<file path="config.mk">
export PLATFORM = sky130hd
export DESIGN_NAME = rmocr_regs
export DESIGN_NICKNAME = d
export VERILOG_FILES = /design/src/include/rmocr_pkg.sv /design/src/verilog/rmocr_regs.sv /design/src/verilog/rmocr_osc_counter.sv
export SDC_FILE = /design/constraint.sdc
export NUM_CORES = 1
export LEC_CHECK = 0
export BUFFER_PORTS_ARGS = -buffer_cell sky130_fd_sc_hd__buf_4
export CAP_MARGIN = 20
export CORE_MARGIN = 1
export CORE_UTILIZATION = 40
export CTS_CLUSTER_SIZE = 30
export DETAILED_ROUTE_END_ITERATION = 12
export GPL_TIMING_DRIVEN = 1
export SETUP_SLACK_MARGIN = 0.5
export SYNTH_ARGS = -nofsm -noshare
export SYNTH_HDL_FRONTEND = slang
export SYNTH_SLANG_ARGS = --single-unit
</file>
<file path="constraint.sdc">
create_clock -name SYS_CLK -period 8.69 [get_ports SYS_CLK]
set_input_delay 0.869 -clock SYS_CLK [delete_from_list [all_inputs] [get_ports SYS_CLK]]
set_output_delay 0.869 -clock SYS_CLK [all_outputs]
set_load 0.1 [all_outputs]
</file>
<file path="src/include/rmocr_pkg.sv">
/*
 * Shared constants for the refresh mask, strobe oscillator count and
 * upper-byte calibration invert register slice of one DRAM die.
 * Assumes a single command clock and a decoded mode register port.
 */
package rmocr_pkg;

   // ****************************************************************
   // sizes
   // ****************************************************************
   localparam int NUM_CH = 2;
   localparam int CH_W   = 1;
   localparam int MA_W   = 6;
   localparam int OP_W   = 8;
   localparam int CNT_W  = 16;
   localparam int ROW_W  = 15;
   localparam int BANK_W = 3;
   localparam int SEG_W  = 3;
   localparam int ONES_W = 4;

   // ****************************************************************
   // mode register addresses
   // ****************************************************************
   localparam logic [MA_W-1:0] MA_BANK_MASK = 6'h10;
   localparam logic [MA_W-1:0] MA_SEG_MASK  = 6'h11;
   localparam logic [MA_W-1:0] MA_OSC_LOW   = 6'h12;
   localparam logic [MA_W-1:0] MA_OSC_HIGH  = 6'h13;
   localparam logic [MA_W-1:0] MA_UPPER_INV = 6'h14;

   // ****************************************************************
   // field positions and reset values
   // ****************************************************************
   localparam int SEG_LSB_2G   = 11;
   localparam int SEG_LSB_4G   = 12;
   localparam int OSC_LOW_LSB  = 0;
   localparam int OSC_HIGH_LSB = 8;

   localparam logic [OP_W-1:0]   MASK_RST = 8'h00;
   localparam logic [OP_W-1:0]   INV_RST  = 8'h00;
   localparam logic [OP_W-1:0]   RD_ZERO  = 8'h00;
   localparam logic [CNT_W-1:0]  CNT_RST  = 16'h0000;
   localparam logic [CNT_W-1:0]  CNT_MAX  = 16'hFFFF;
   localparam logic [CNT_W-1:0]  CNT_ONE  = 16'h0001;
   localparam logic [ONES_W-1:0] DBI_LIMIT = 4'h4;

   // ****************************************************************
   // oscillator counter states
   // ****************************************************************
   typedef enum logic {OSC_IDLE, OSC_RUN} rmocr_osc_state_t;

endpackage

</file>
<file path="src/verilog/rmocr_regs.sv">
/*
 * Mode register slice of a two-channel DRAM die: bank and segment
 * refresh masks, strobe oscillator count readback, upper-byte read
 * calibration invert. Assumes the command decoder hands over mode
 * register writes, reads, oscillator commands and refresh requests as
 * one-cycle strobes on SYS_CLK.
 */
// What this block does
// a bank whose mask bit is one is not refreshed.
// each channel holds its own bank refresh mask.
// segment mask bit n covers rows whose top three row bits equal n.
// each channel holds its own segment refresh mask.
// the low count register reads the low byte of the oscillator count.
// the high count register reads the high byte of the oscillator count.
// the controller reads both count bytes and joins them itself.
// a start oscillator command clears both count bytes.
// the controller may use the count to retune strobe phase.
// the write-only invert register picks inverted upper data lines.
// invert bits 0-3 drive lines 8-11 and bits 4-7 drive lines 12-15.
// during calibration the upper mask/inversion pin carries the true pattern.
// no bus inversion is applied to calibration output.
// a segment mask bit of one skips refresh, zero keeps it unless the bank mask bit is one.
`timescale 1ns/1ps
module rmocr_regs
   import rmocr_pkg::*;
(
   // clock, reset, enable
   input  wire logic              SYS_CLK,
   input  wire logic              RST_N,
   input  wire logic              CE,
   // mode register write
   input  wire logic              MRW_VALID,
   input  wire logic [CH_W-1:0]   MRW_CH,
   input  wire logic [MA_W-1:0]   MRW_MA,
   input  wire logic [OP_W-1:0]   MRW_OP,
   // mode register read
   input  wire logic              MRR_VALID,
   input  wire logic [CH_W-1:0]   MRR_CH,
   input  wire logic [MA_W-1:0]   MRR_MA,
   output logic                   RD_VALID,
   output logic      [OP_W-1:0]   RD_DATA,
   // oscillator commands, one bit per channel
   input  wire logic [NUM_CH-1:0] OSC_START,
   input  wire logic [NUM_CH-1:0] OSC_STOP,
   input  wire logic [NUM_CH-1:0] OSC_TICK,
   output logic      [NUM_CH-1:0] OSC_RUNNING,
   // refresh request
   input  wire logic              REF_VALID,
   input  wire logic [CH_W-1:0]   REF_CH,
   input  wire logic [BANK_W-1:0] REF_BANK,
   input  wire logic [ROW_W-1:0]  REF_ROW,
   input  wire logic              DENSITY_4G,
   output logic                   REF_DONE,
   output logic                   REF_SKIPPED,
   // upper byte read data path
   input  wire logic              CAL_ACTIVE,
   input  wire logic [CH_W-1:0]   CAL_CH,
   input  wire logic              CAL_BIT,
   input  wire logic              DBI_EN,
   input  wire logic              RD_STROBE,
   input  wire logic [OP_W-1:0]   RD_UPPER_IN,
   output logic      [OP_W-1:0]   DQ_UPPER_OUT,
   output logic                   DMI_UPPER_OUT
);

   // ****************************************************************
   // reset release
   // ****************************************************************
   logic rst_meta_ff;
   logic rst_n;

   // assert at once, release two edges later
   always_ff @(posedge SYS_CLK or negedge RST_N)
   begin
      if (!RST_N)
      begin
         rst_meta_ff <= 1'b0;
         rst_n       <= 1'b0;
      end
      else
      begin
         rst_meta_ff <= 1'b1;
         rst_n       <= rst_meta_ff;
      end
   end

   // ****************************************************************
   // per-channel registers
   // ****************************************************************
   logic [OP_W-1:0]  bank_mask_ff [NUM_CH];
   logic [OP_W-1:0]  seg_mask_ff  [NUM_CH];
   logic [OP_W-1:0]  inv_mask_ff  [NUM_CH];
   logic [CNT_W-1:0] osc_cnt      [NUM_CH];

   wire logic mrw_take = CE && MRW_VALID;
   wire logic mrr_take = CE && MRR_VALID;
   wire logic ref_take = CE && REF_VALID;
   wire logic cal_take = CE && RD_STROBE && CAL_ACTIVE;

   for (genvar c = 0; c < NUM_CH; c++)
   begin : g_ch
      wire logic wr_ch = mrw_take && (MRW_CH == CH_W'(c));

      // separate copies per channel so both may differ
      always_ff @(posedge SYS_CLK or negedge rst_n)
      begin
         if (!rst_n)
         begin
            bank_mask_ff[c] <= MASK_RST;
            seg_mask_ff[c]  <= MASK_RST;
            inv_mask_ff[c]  <= INV_RST;
         end
         else if (CE)
         begin
            if (wr_ch && MRW_MA == MA_BANK_MASK)
               bank_mask_ff[c] <= MRW_OP;
            if (wr_ch && MRW_MA == MA_SEG_MASK)
               seg_mask_ff[c]  <= MRW_OP;
            if (wr_ch && MRW_MA == MA_UPPER_INV)
               inv_mask_ff[c]  <= MRW_OP;
         end
      end

      rmocr_osc_counter u_osc (
         .clk     (SYS_CLK),
         .rst_n   (rst_n),
         .ce      (CE),
         .start   (OSC_START[c]),
         .stop    (OSC_STOP[c]),
         .tick    (OSC_TICK[c]),
         .count   (osc_cnt[c]),
         .running (OSC_RUNNING[c])
      );
   end

   // ****************************************************************
   // mode register read
   // ****************************************************************
   // write-only and unmapped addresses answer zero
   wire logic [CNT_W-1:0] rd_cnt  = osc_cnt[MRR_CH];
   wire logic [OP_W-1:0]  rd_low  = rd_cnt[OSC_LOW_LSB +: OP_W];
   wire logic [OP_W-1:0]  rd_high = rd_cnt[OSC_HIGH_LSB +: OP_W];
   wire logic [OP_W-1:0]  nxt_rd_data =
      (MRR_MA == MA_OSC_LOW)  ? rd_low  :
      (MRR_MA == MA_OSC_HIGH) ? rd_high : RD_ZERO;

   logic            rd_valid_ff;
   logic [OP_W-1:0] rd_data_ff;

   // answer one edge after the read is taken
   always_ff @(posedge SYS_CLK or negedge rst_n)
   begin
      if (!rst_n)
      begin
         rd_valid_ff <= 1'b0;
         rd_data_ff  <= RD_ZERO;
      end
      else if (CE)
      begin
         rd_valid_ff <= mrr_take;
         if (mrr_take)
            rd_data_ff <= nxt_rd_data;
      end
   end

   assign RD_VALID = rd_valid_ff;
   assign RD_DATA  = rd_data_ff;

   // ****************************************************************
   // refresh masking
   // ****************************************************************
   // the segment field moves up one row bit on the larger die
   wire logic [SEG_W-1:0] seg_idx = DENSITY_4G ?
      REF_ROW[SEG_LSB_4G +: SEG_W] : REF_ROW[SEG_LSB_2G +: SEG_W];
   wire logic bank_hit = bank_mask_ff[REF_CH][REF_BANK];
   wire logic seg_hit  = seg_mask_ff[REF_CH][seg_idx];
   wire logic suppress = bank_hit || seg_hit;

   logic ref_done_ff;
   logic ref_skip_ff;

   // exactly one of done or skipped answers each request
   always_ff @(posedge SYS_CLK or negedge rst_n)
   begin
      if (!rst_n)
      begin
         ref_done_ff <= 1'b0;
         ref_skip_ff <= 1'b0;
      end
      else if (CE)
      begin
         ref_done_ff <= ref_take && !suppress;
         ref_skip_ff <= ref_take && suppress;
      end
   end

   assign REF_DONE    = ref_done_ff;
   assign REF_SKIPPED = ref_skip_ff;

   // ****************************************************************
   // upper byte read path
   // ****************************************************************
   logic [ONES_W-1:0] ones;

   // count ones to decide normal-read bus inversion
   always_comb
   begin
      ones = '0;
      for (int i = 0; i < OP_W; i++)
         ones = ones + ONES_W'(RD_UPPER_IN[i]);
   end

   wire logic            dbi_flip = DBI_EN && (ones > DBI_LIMIT);
   wire logic [OP_W-1:0] cal_inv  = inv_mask_ff[CAL_CH];
   // bit k of the mask drives line 8+k; the pin between them is untouched
   wire logic [OP_W-1:0] cal_dq   = {OP_W{CAL_BIT}} ^ cal_inv;
   wire logic [OP_W-1:0] nrm_dq   = dbi_flip ? ~RD_UPPER_IN : RD_UPPER_IN;
   // calibration ignores the inversion enable entirely
   wire logic [OP_W-1:0] nxt_dq   = CAL_ACTIVE ? cal_dq : nrm_dq;
   wire logic            nxt_dmi  = CAL_ACTIVE ? CAL_BIT : dbi_flip;

   logic [OP_W-1:0] dq_ff;
   logic            dmi_ff;

   // outputs move only on a read beat, so they hold between beats
   always_ff @(posedge SYS_CLK or negedge rst_n)
   begin
      if (!rst_n)
      begin
         dq_ff  <= RD_ZERO;
         dmi_ff <= 1'b0;
      end
      else if (CE && RD_STROBE)
      begin
         dq_ff  <= nxt_dq;
         dmi_ff <= nxt_dmi;
      end
   end

   assign DQ_UPPER_OUT  = dq_ff;
   assign DMI_UPPER_OUT = dmi_ff;

   // ****************************************************************
   // checks
   // ****************************************************************
   wire logic [SEG_W-1:0] chk_seg = DENSITY_4G ? REF_ROW[14:12] : REF_ROW[13:11];
   wire logic [OP_W-1:0]  chk_low  = osc_cnt[MRR_CH][7:0];
   wire logic [OP_W-1:0]  chk_high = osc_cnt[MRR_CH][15:8];
endmodule // rmocr_regs

</file>
<file path="src/verilog/rmocr_osc_counter.sv">
/*
 * Strobe oscillator counter for one channel: a start command clears the
 * count and starts it, ticks add one, stop freezes the result.
 * Assumes start, stop and tick come from logic on the same clock.
 */
`timescale 1ns/1ps
module rmocr_osc_counter
   import rmocr_pkg::*;
(
   // clock, reset, enable
   input  wire logic             clk,
   input  wire logic             rst_n,
   input  wire logic             ce,
   // control
   input  wire logic             start,
   input  wire logic             stop,
   input  wire logic             tick,
   // result
   output logic      [CNT_W-1:0] count,
   output logic                  running
);

   rmocr_osc_state_t state_ff;
   rmocr_osc_state_t nxt_state;
   logic [CNT_W-1:0] count_ff;
   logic [CNT_W-1:0] nxt_count;
   wire  logic       inc;

   // a restart while running clears and keeps counting
   always_comb
   begin
      case (state_ff)
         OSC_IDLE: nxt_state = start ? OSC_RUN : OSC_IDLE;
         OSC_RUN:  nxt_state = (stop && !start) ? OSC_IDLE : OSC_RUN;
         default:  nxt_state = OSC_IDLE;
      endcase
   end

   // saturate rather than wrap so a long run never reads as short
   assign inc       = (state_ff == OSC_RUN) && tick && (count_ff != CNT_MAX);
   assign nxt_count = start ? CNT_RST : (inc ? count_ff + CNT_ONE : count_ff);

   // state and count
   always_ff @(posedge clk or negedge rst_n)
   begin
      if (!rst_n)
      begin
         state_ff <= OSC_IDLE;
         count_ff <= CNT_RST;
      end
      else if (ce)
      begin
         state_ff <= nxt_state;
         count_ff <= nxt_count;
      end
   end

   assign count   = count_ff;
   assign running = (state_ff == OSC_RUN);

endmodule // rmocr_osc_counter

</file>
==> results.md <==
Layout:
- Relative to the synthesized area, the layout overhead comes to 19.0%.
- In the final layout, the share of cells above drive strength 1 is 28.5%.
- After the last flow step, the layout net total stands at 657.
- The end-of-flow core utilization is between 40% and 50%.
- 0 antenna diodes ended up in the layout.

STA:
- Setup violations remaining at the end of the flow were counted as 0.
- The worst slew margin relative to its limit is 48.8%.
- Across all setup checks in the final design, the least slack found is 4.67 ns.
- The final count of hold timing violations is 0.
- Setup repair after global routing left no endpoint under its margin.
- The number of max-slew violations in the final report is 0.
- The clock period minus worst slack is between 4 and 5 ns.
- The maximum clock frequency is 249 MHz.
- The clock tree skew after final layout is 0.00822 ns.
- The final-layout setup total negative slack is 0 ns.
- The worst path uses 46.3% of the clock period.
- At the pin with the least slew margin, the transition time is 0.768 ns.

Power and ir drop:
- The proportion of power drawn by combinational gates is 18.9%.
- Power spread over the standard cell area amounts to roughly 190 nW/um2.
- Overall power consumption after layout is estimated at 1.29 mW.
- Summed over all cells, the static leakage comes to 3.15 nW.
- Summed over all nets, the switching power comes to ~360 uW.
- Of the total power, the clock network draws 39.9%.
- VDD sags by at most approximately 0.14 mV.
- The switching power as a share of total power is 28.1%.
- Sequential cells burn 41.1% of the power.
- The cell-internal power is 931 uW.

CTS:
- The number of hold buffers added after CTS was 0.
- The H-tree generated during clock tree synthesis spans 3 levels.
- Clock-pin slew was measured on the worst setup and hold paths at 0.07 ns.
- CTS placed an instance of sky130_fd_sc_hd__clkbuf_16 at the clock tree root.
- CTS saw ~100 sinks.
- The number of gates given a new drive strength after cts is 0.
- The total CTS buffers is 9.
- The clock tree from TritonCTS is done.
- For the worst-skew pair, the clock arrives at the later sink with an insertion delay of 0.35 ns.
- The longest clock path from root to sink contains 2 buffers.
- Buffers added to address setup during post-CTS repair amount to 0.

Die:
- Pin placement for this block handled 89 I/O pins.
- The floorplan step set the die width to 121 um.
- The vertical die dimension is 121 um.
- The effective utilization at floorplan is between 40% and 50%.
- The area of the die is 14700 um2.
- The core outline area is 13900 um2.
- Row generation in the floorplan step produced 43 rows.

Yosys:
- For this run, the leading register cell type out of synthesis is sky130_fd_sc_hd__dfrtp_1.
- By area the synthesized netlist is led by sky130_fd_sc_hd__dfrtp_1 (46%), sky130_fd_sc_hd__mux2_2 (9.9%), sky130_fd_sc_hd__mux2i_1 (4.6%).
- Synthesis inferred 104 register bits.
- The cell type with the highest aggregate area in the netlist is sky130_fd_sc_hd__dfrtp_1.
- After synthesis, flip-flops and latches occupy between 40 and 50% of the total area.
- After synthesis, the netlist uses 60 different library cells.
- Synthesis produced a netlist with a net count of around 590.
- In this run the cell area of the synthesized design comes to approximately 5700 um2.
- The cell count after synthesis is 515.
- The portion of synthesized cell area occupied by the leading cell type is 45.7%.
- The synthesized design contains 0 enable-type register cells.
- The number of warnings issued by yosys is 0.
- The cell with the most instances after synthesis is sky130_fd_sc_hd__dfrtp_1.
- By count the netlist is led by sky130_fd_sc_hd__dfrtp_1 (104), sky130_fd_sc_hd__nand2_1 (59), sky130_fd_sc_hd__mux2_2 (50).
- In this run the mean area of a mapped cell was 11.1 um2.
- In the synthesized netlist the async set-or-reset flop fraction comes to 100%.

GRT:
- For this run the aggregate overflow at the end of global routing stands at 0.
- The via count of the first global-routing pass came to 4131.
- The pin count of the biggest net entering global routing is 57.
- The overall fraction of global-route tracks in use is approximately 18%.
- The number of antenna violations at the first check in global routing came to 0.
- The first-pass GRT wire length is 20700 um.

Route:
- The number of nets with antenna violations after routing is 0.
- For this run, the detailed router's first-pass iteration total came to 4.
- The total DRC errors in the routed layout is 0.
- The number of vias per cell after detailed routing is 5.40.
- The average wire length per cell after detail routing is 16.1 um.
- The number of DRC markers in iteration 0 is 178.
- The total via count after detailed routing is 4140.
- Summed over all layers, the routed wires come to 12400 um.

Placement:
- The wire-length estimate of the detail-placed layout is 9140 um.
- The post-place setup slack is about 4.3 ns.
- The routability-driven placement congestion ratio is 0.898.
- The count of buffers added on input and output ports is 77.

Setup path:
- The launching point of the worst reg2reg path is g_ch[1].u_osc.count[8].
- The critical path is of the in2reg type.
- At the worst endpoint, the required time is 8.92 ns.
- The startpoint class of the critical path is an input pin.
- The signal arrival time at the worst endpoint is 4.25 ns.
- STA classifies the critical path endpoint as a flip-flop.
- Of all nets on the critical path, the largest fanout is 8.
- Setup slack on the worst reg-to-reg path comes out at around 6.4 ns.
- Tracing the worst setup path back leads to its startpoint at RD_UPPER_IN[0].

Run:
- The max-cap check violation count is 0.

Worst hold path:
- The path class of the tightest hold or removal check is in2async.

Run status:
- The flow ran to the end, and the final reports show no timing, DRC or antenna violations.
==> layer usage <==
metal	vias to the layer above	wire length [um]	GRT usage (%)
met5	-	0	0
li1	1979	-	-
met4	0	146	4.63
met1	2047	5940	25.4
met3	12	657	4.04
met2	102	5620	28.5
==> area by class of cell <==
class | count | area [um2]
flip-flops and latches | 104 | 2610
repair buffers | 78 | 586
clock buffers | 10 | 229
inverters | 29 | 109
multi-input cells | 359 | 2870
clock inverters | 6 | 155
well taps | 180 | 225
fillers | 1307 | 7100
==> through the flow <==
step	std cells	area, um2	hold slack [ns]
2_1_floorplan	515	5700	0.331
3_3_place_gp	750	6390	0.337
3_5_place_dp	750	6390	0.344
4_1_cts	766	6780	0.275
5_1_grt	766	6780	0.275
6_report	766	6780	0.287
==> cell families (layout without fill, tap and decap cells) <==
group                      count (synthesis)  after routing  share of synthesized area [%]
and+or+nand+nor                          170            170                           16.7
DFF                                      104            104                           45.7
muxes                                     88             88                           19.5
AOI/OAI and AO/OA                         65             65                           7.58
buffers and inverters                     52            123                           3.95
xor gates and xnor gates                  26             26                           4.00
adders and majority gates                  9              9                           2.50
other                                      1              1                         0.0658
==> power by group through the flow <==
stage               registers, mW  logic, mW  clock network [mW]
global placement            0.540      0.241                   0
finish                      0.533      0.245               0.517
global route                0.537      0.266               0.549
floorplan                   0.603      0.114                   0
detailed placement          0.542      0.246                   0
CTS                         0.533      0.246               0.529
==> worst paths after layout <==
path,to,depth (start not counted)
setup / recovery,DQ_UPPER_OUT[2],13
hold / removal,rst_n,1
setup reg to reg,g_ch[1].u_osc.count[15],5
hold reg to reg,REF_SKIPPED,0
max in group asynchronous,inv_mask_ff[4],1
min in group SYS_CLK,rst_n,0
==> state kept, by name, indices dropped and copies added, names as in the netlist, 2 cells and up <==
signal / count
g_ch.u_osc.count: 32
inv_mask_ff: 16
seg_mask_ff: 16
DQ_UPPER_OUT: 8
g_ch.u_osc.running: 2
bank_mask_ff: 16
RD_DATA: 8
==> cells in the final DEF (no fill, tap or decap), drive strengths merged, types with 12 or more instances in the layout <==
cell	instances
nand3	14
o21ai	20
nor2	25
dfrtp	104
xor2	17
buf	78
inv	28
a21oi	12
mux2	50
nand2	59
nand4	13
mux2i	26
mux4	12
nor3	17
==> critical path: stages <==
cell and delay, ns:
sky130_fd_sc_hd__buf_4 0.09, sky130_fd_sc_hd__inv_1 0.06, sky130_fd_sc_hd__fa_1 0.55, sky130_fd_sc_hd__fa_1 0.43, sky130_fd_sc_hd__fa_1 0.48, sky130_fd_sc_hd__inv_1 0.04
sky130_fd_sc_hd__ha_1 0.20, sky130_fd_sc_hd__fa_1 0.49, sky130_fd_sc_hd__nor2_1 0.06, sky130_fd_sc_hd__o22ai_1 0.50, sky130_fd_sc_hd__a21boi_0 0.18, sky130_fd_sc_hd__nor3_1 0.19
sky130_fd_sc_hd__o21ai_0 0.11
(Power assumes the default switching activity.)
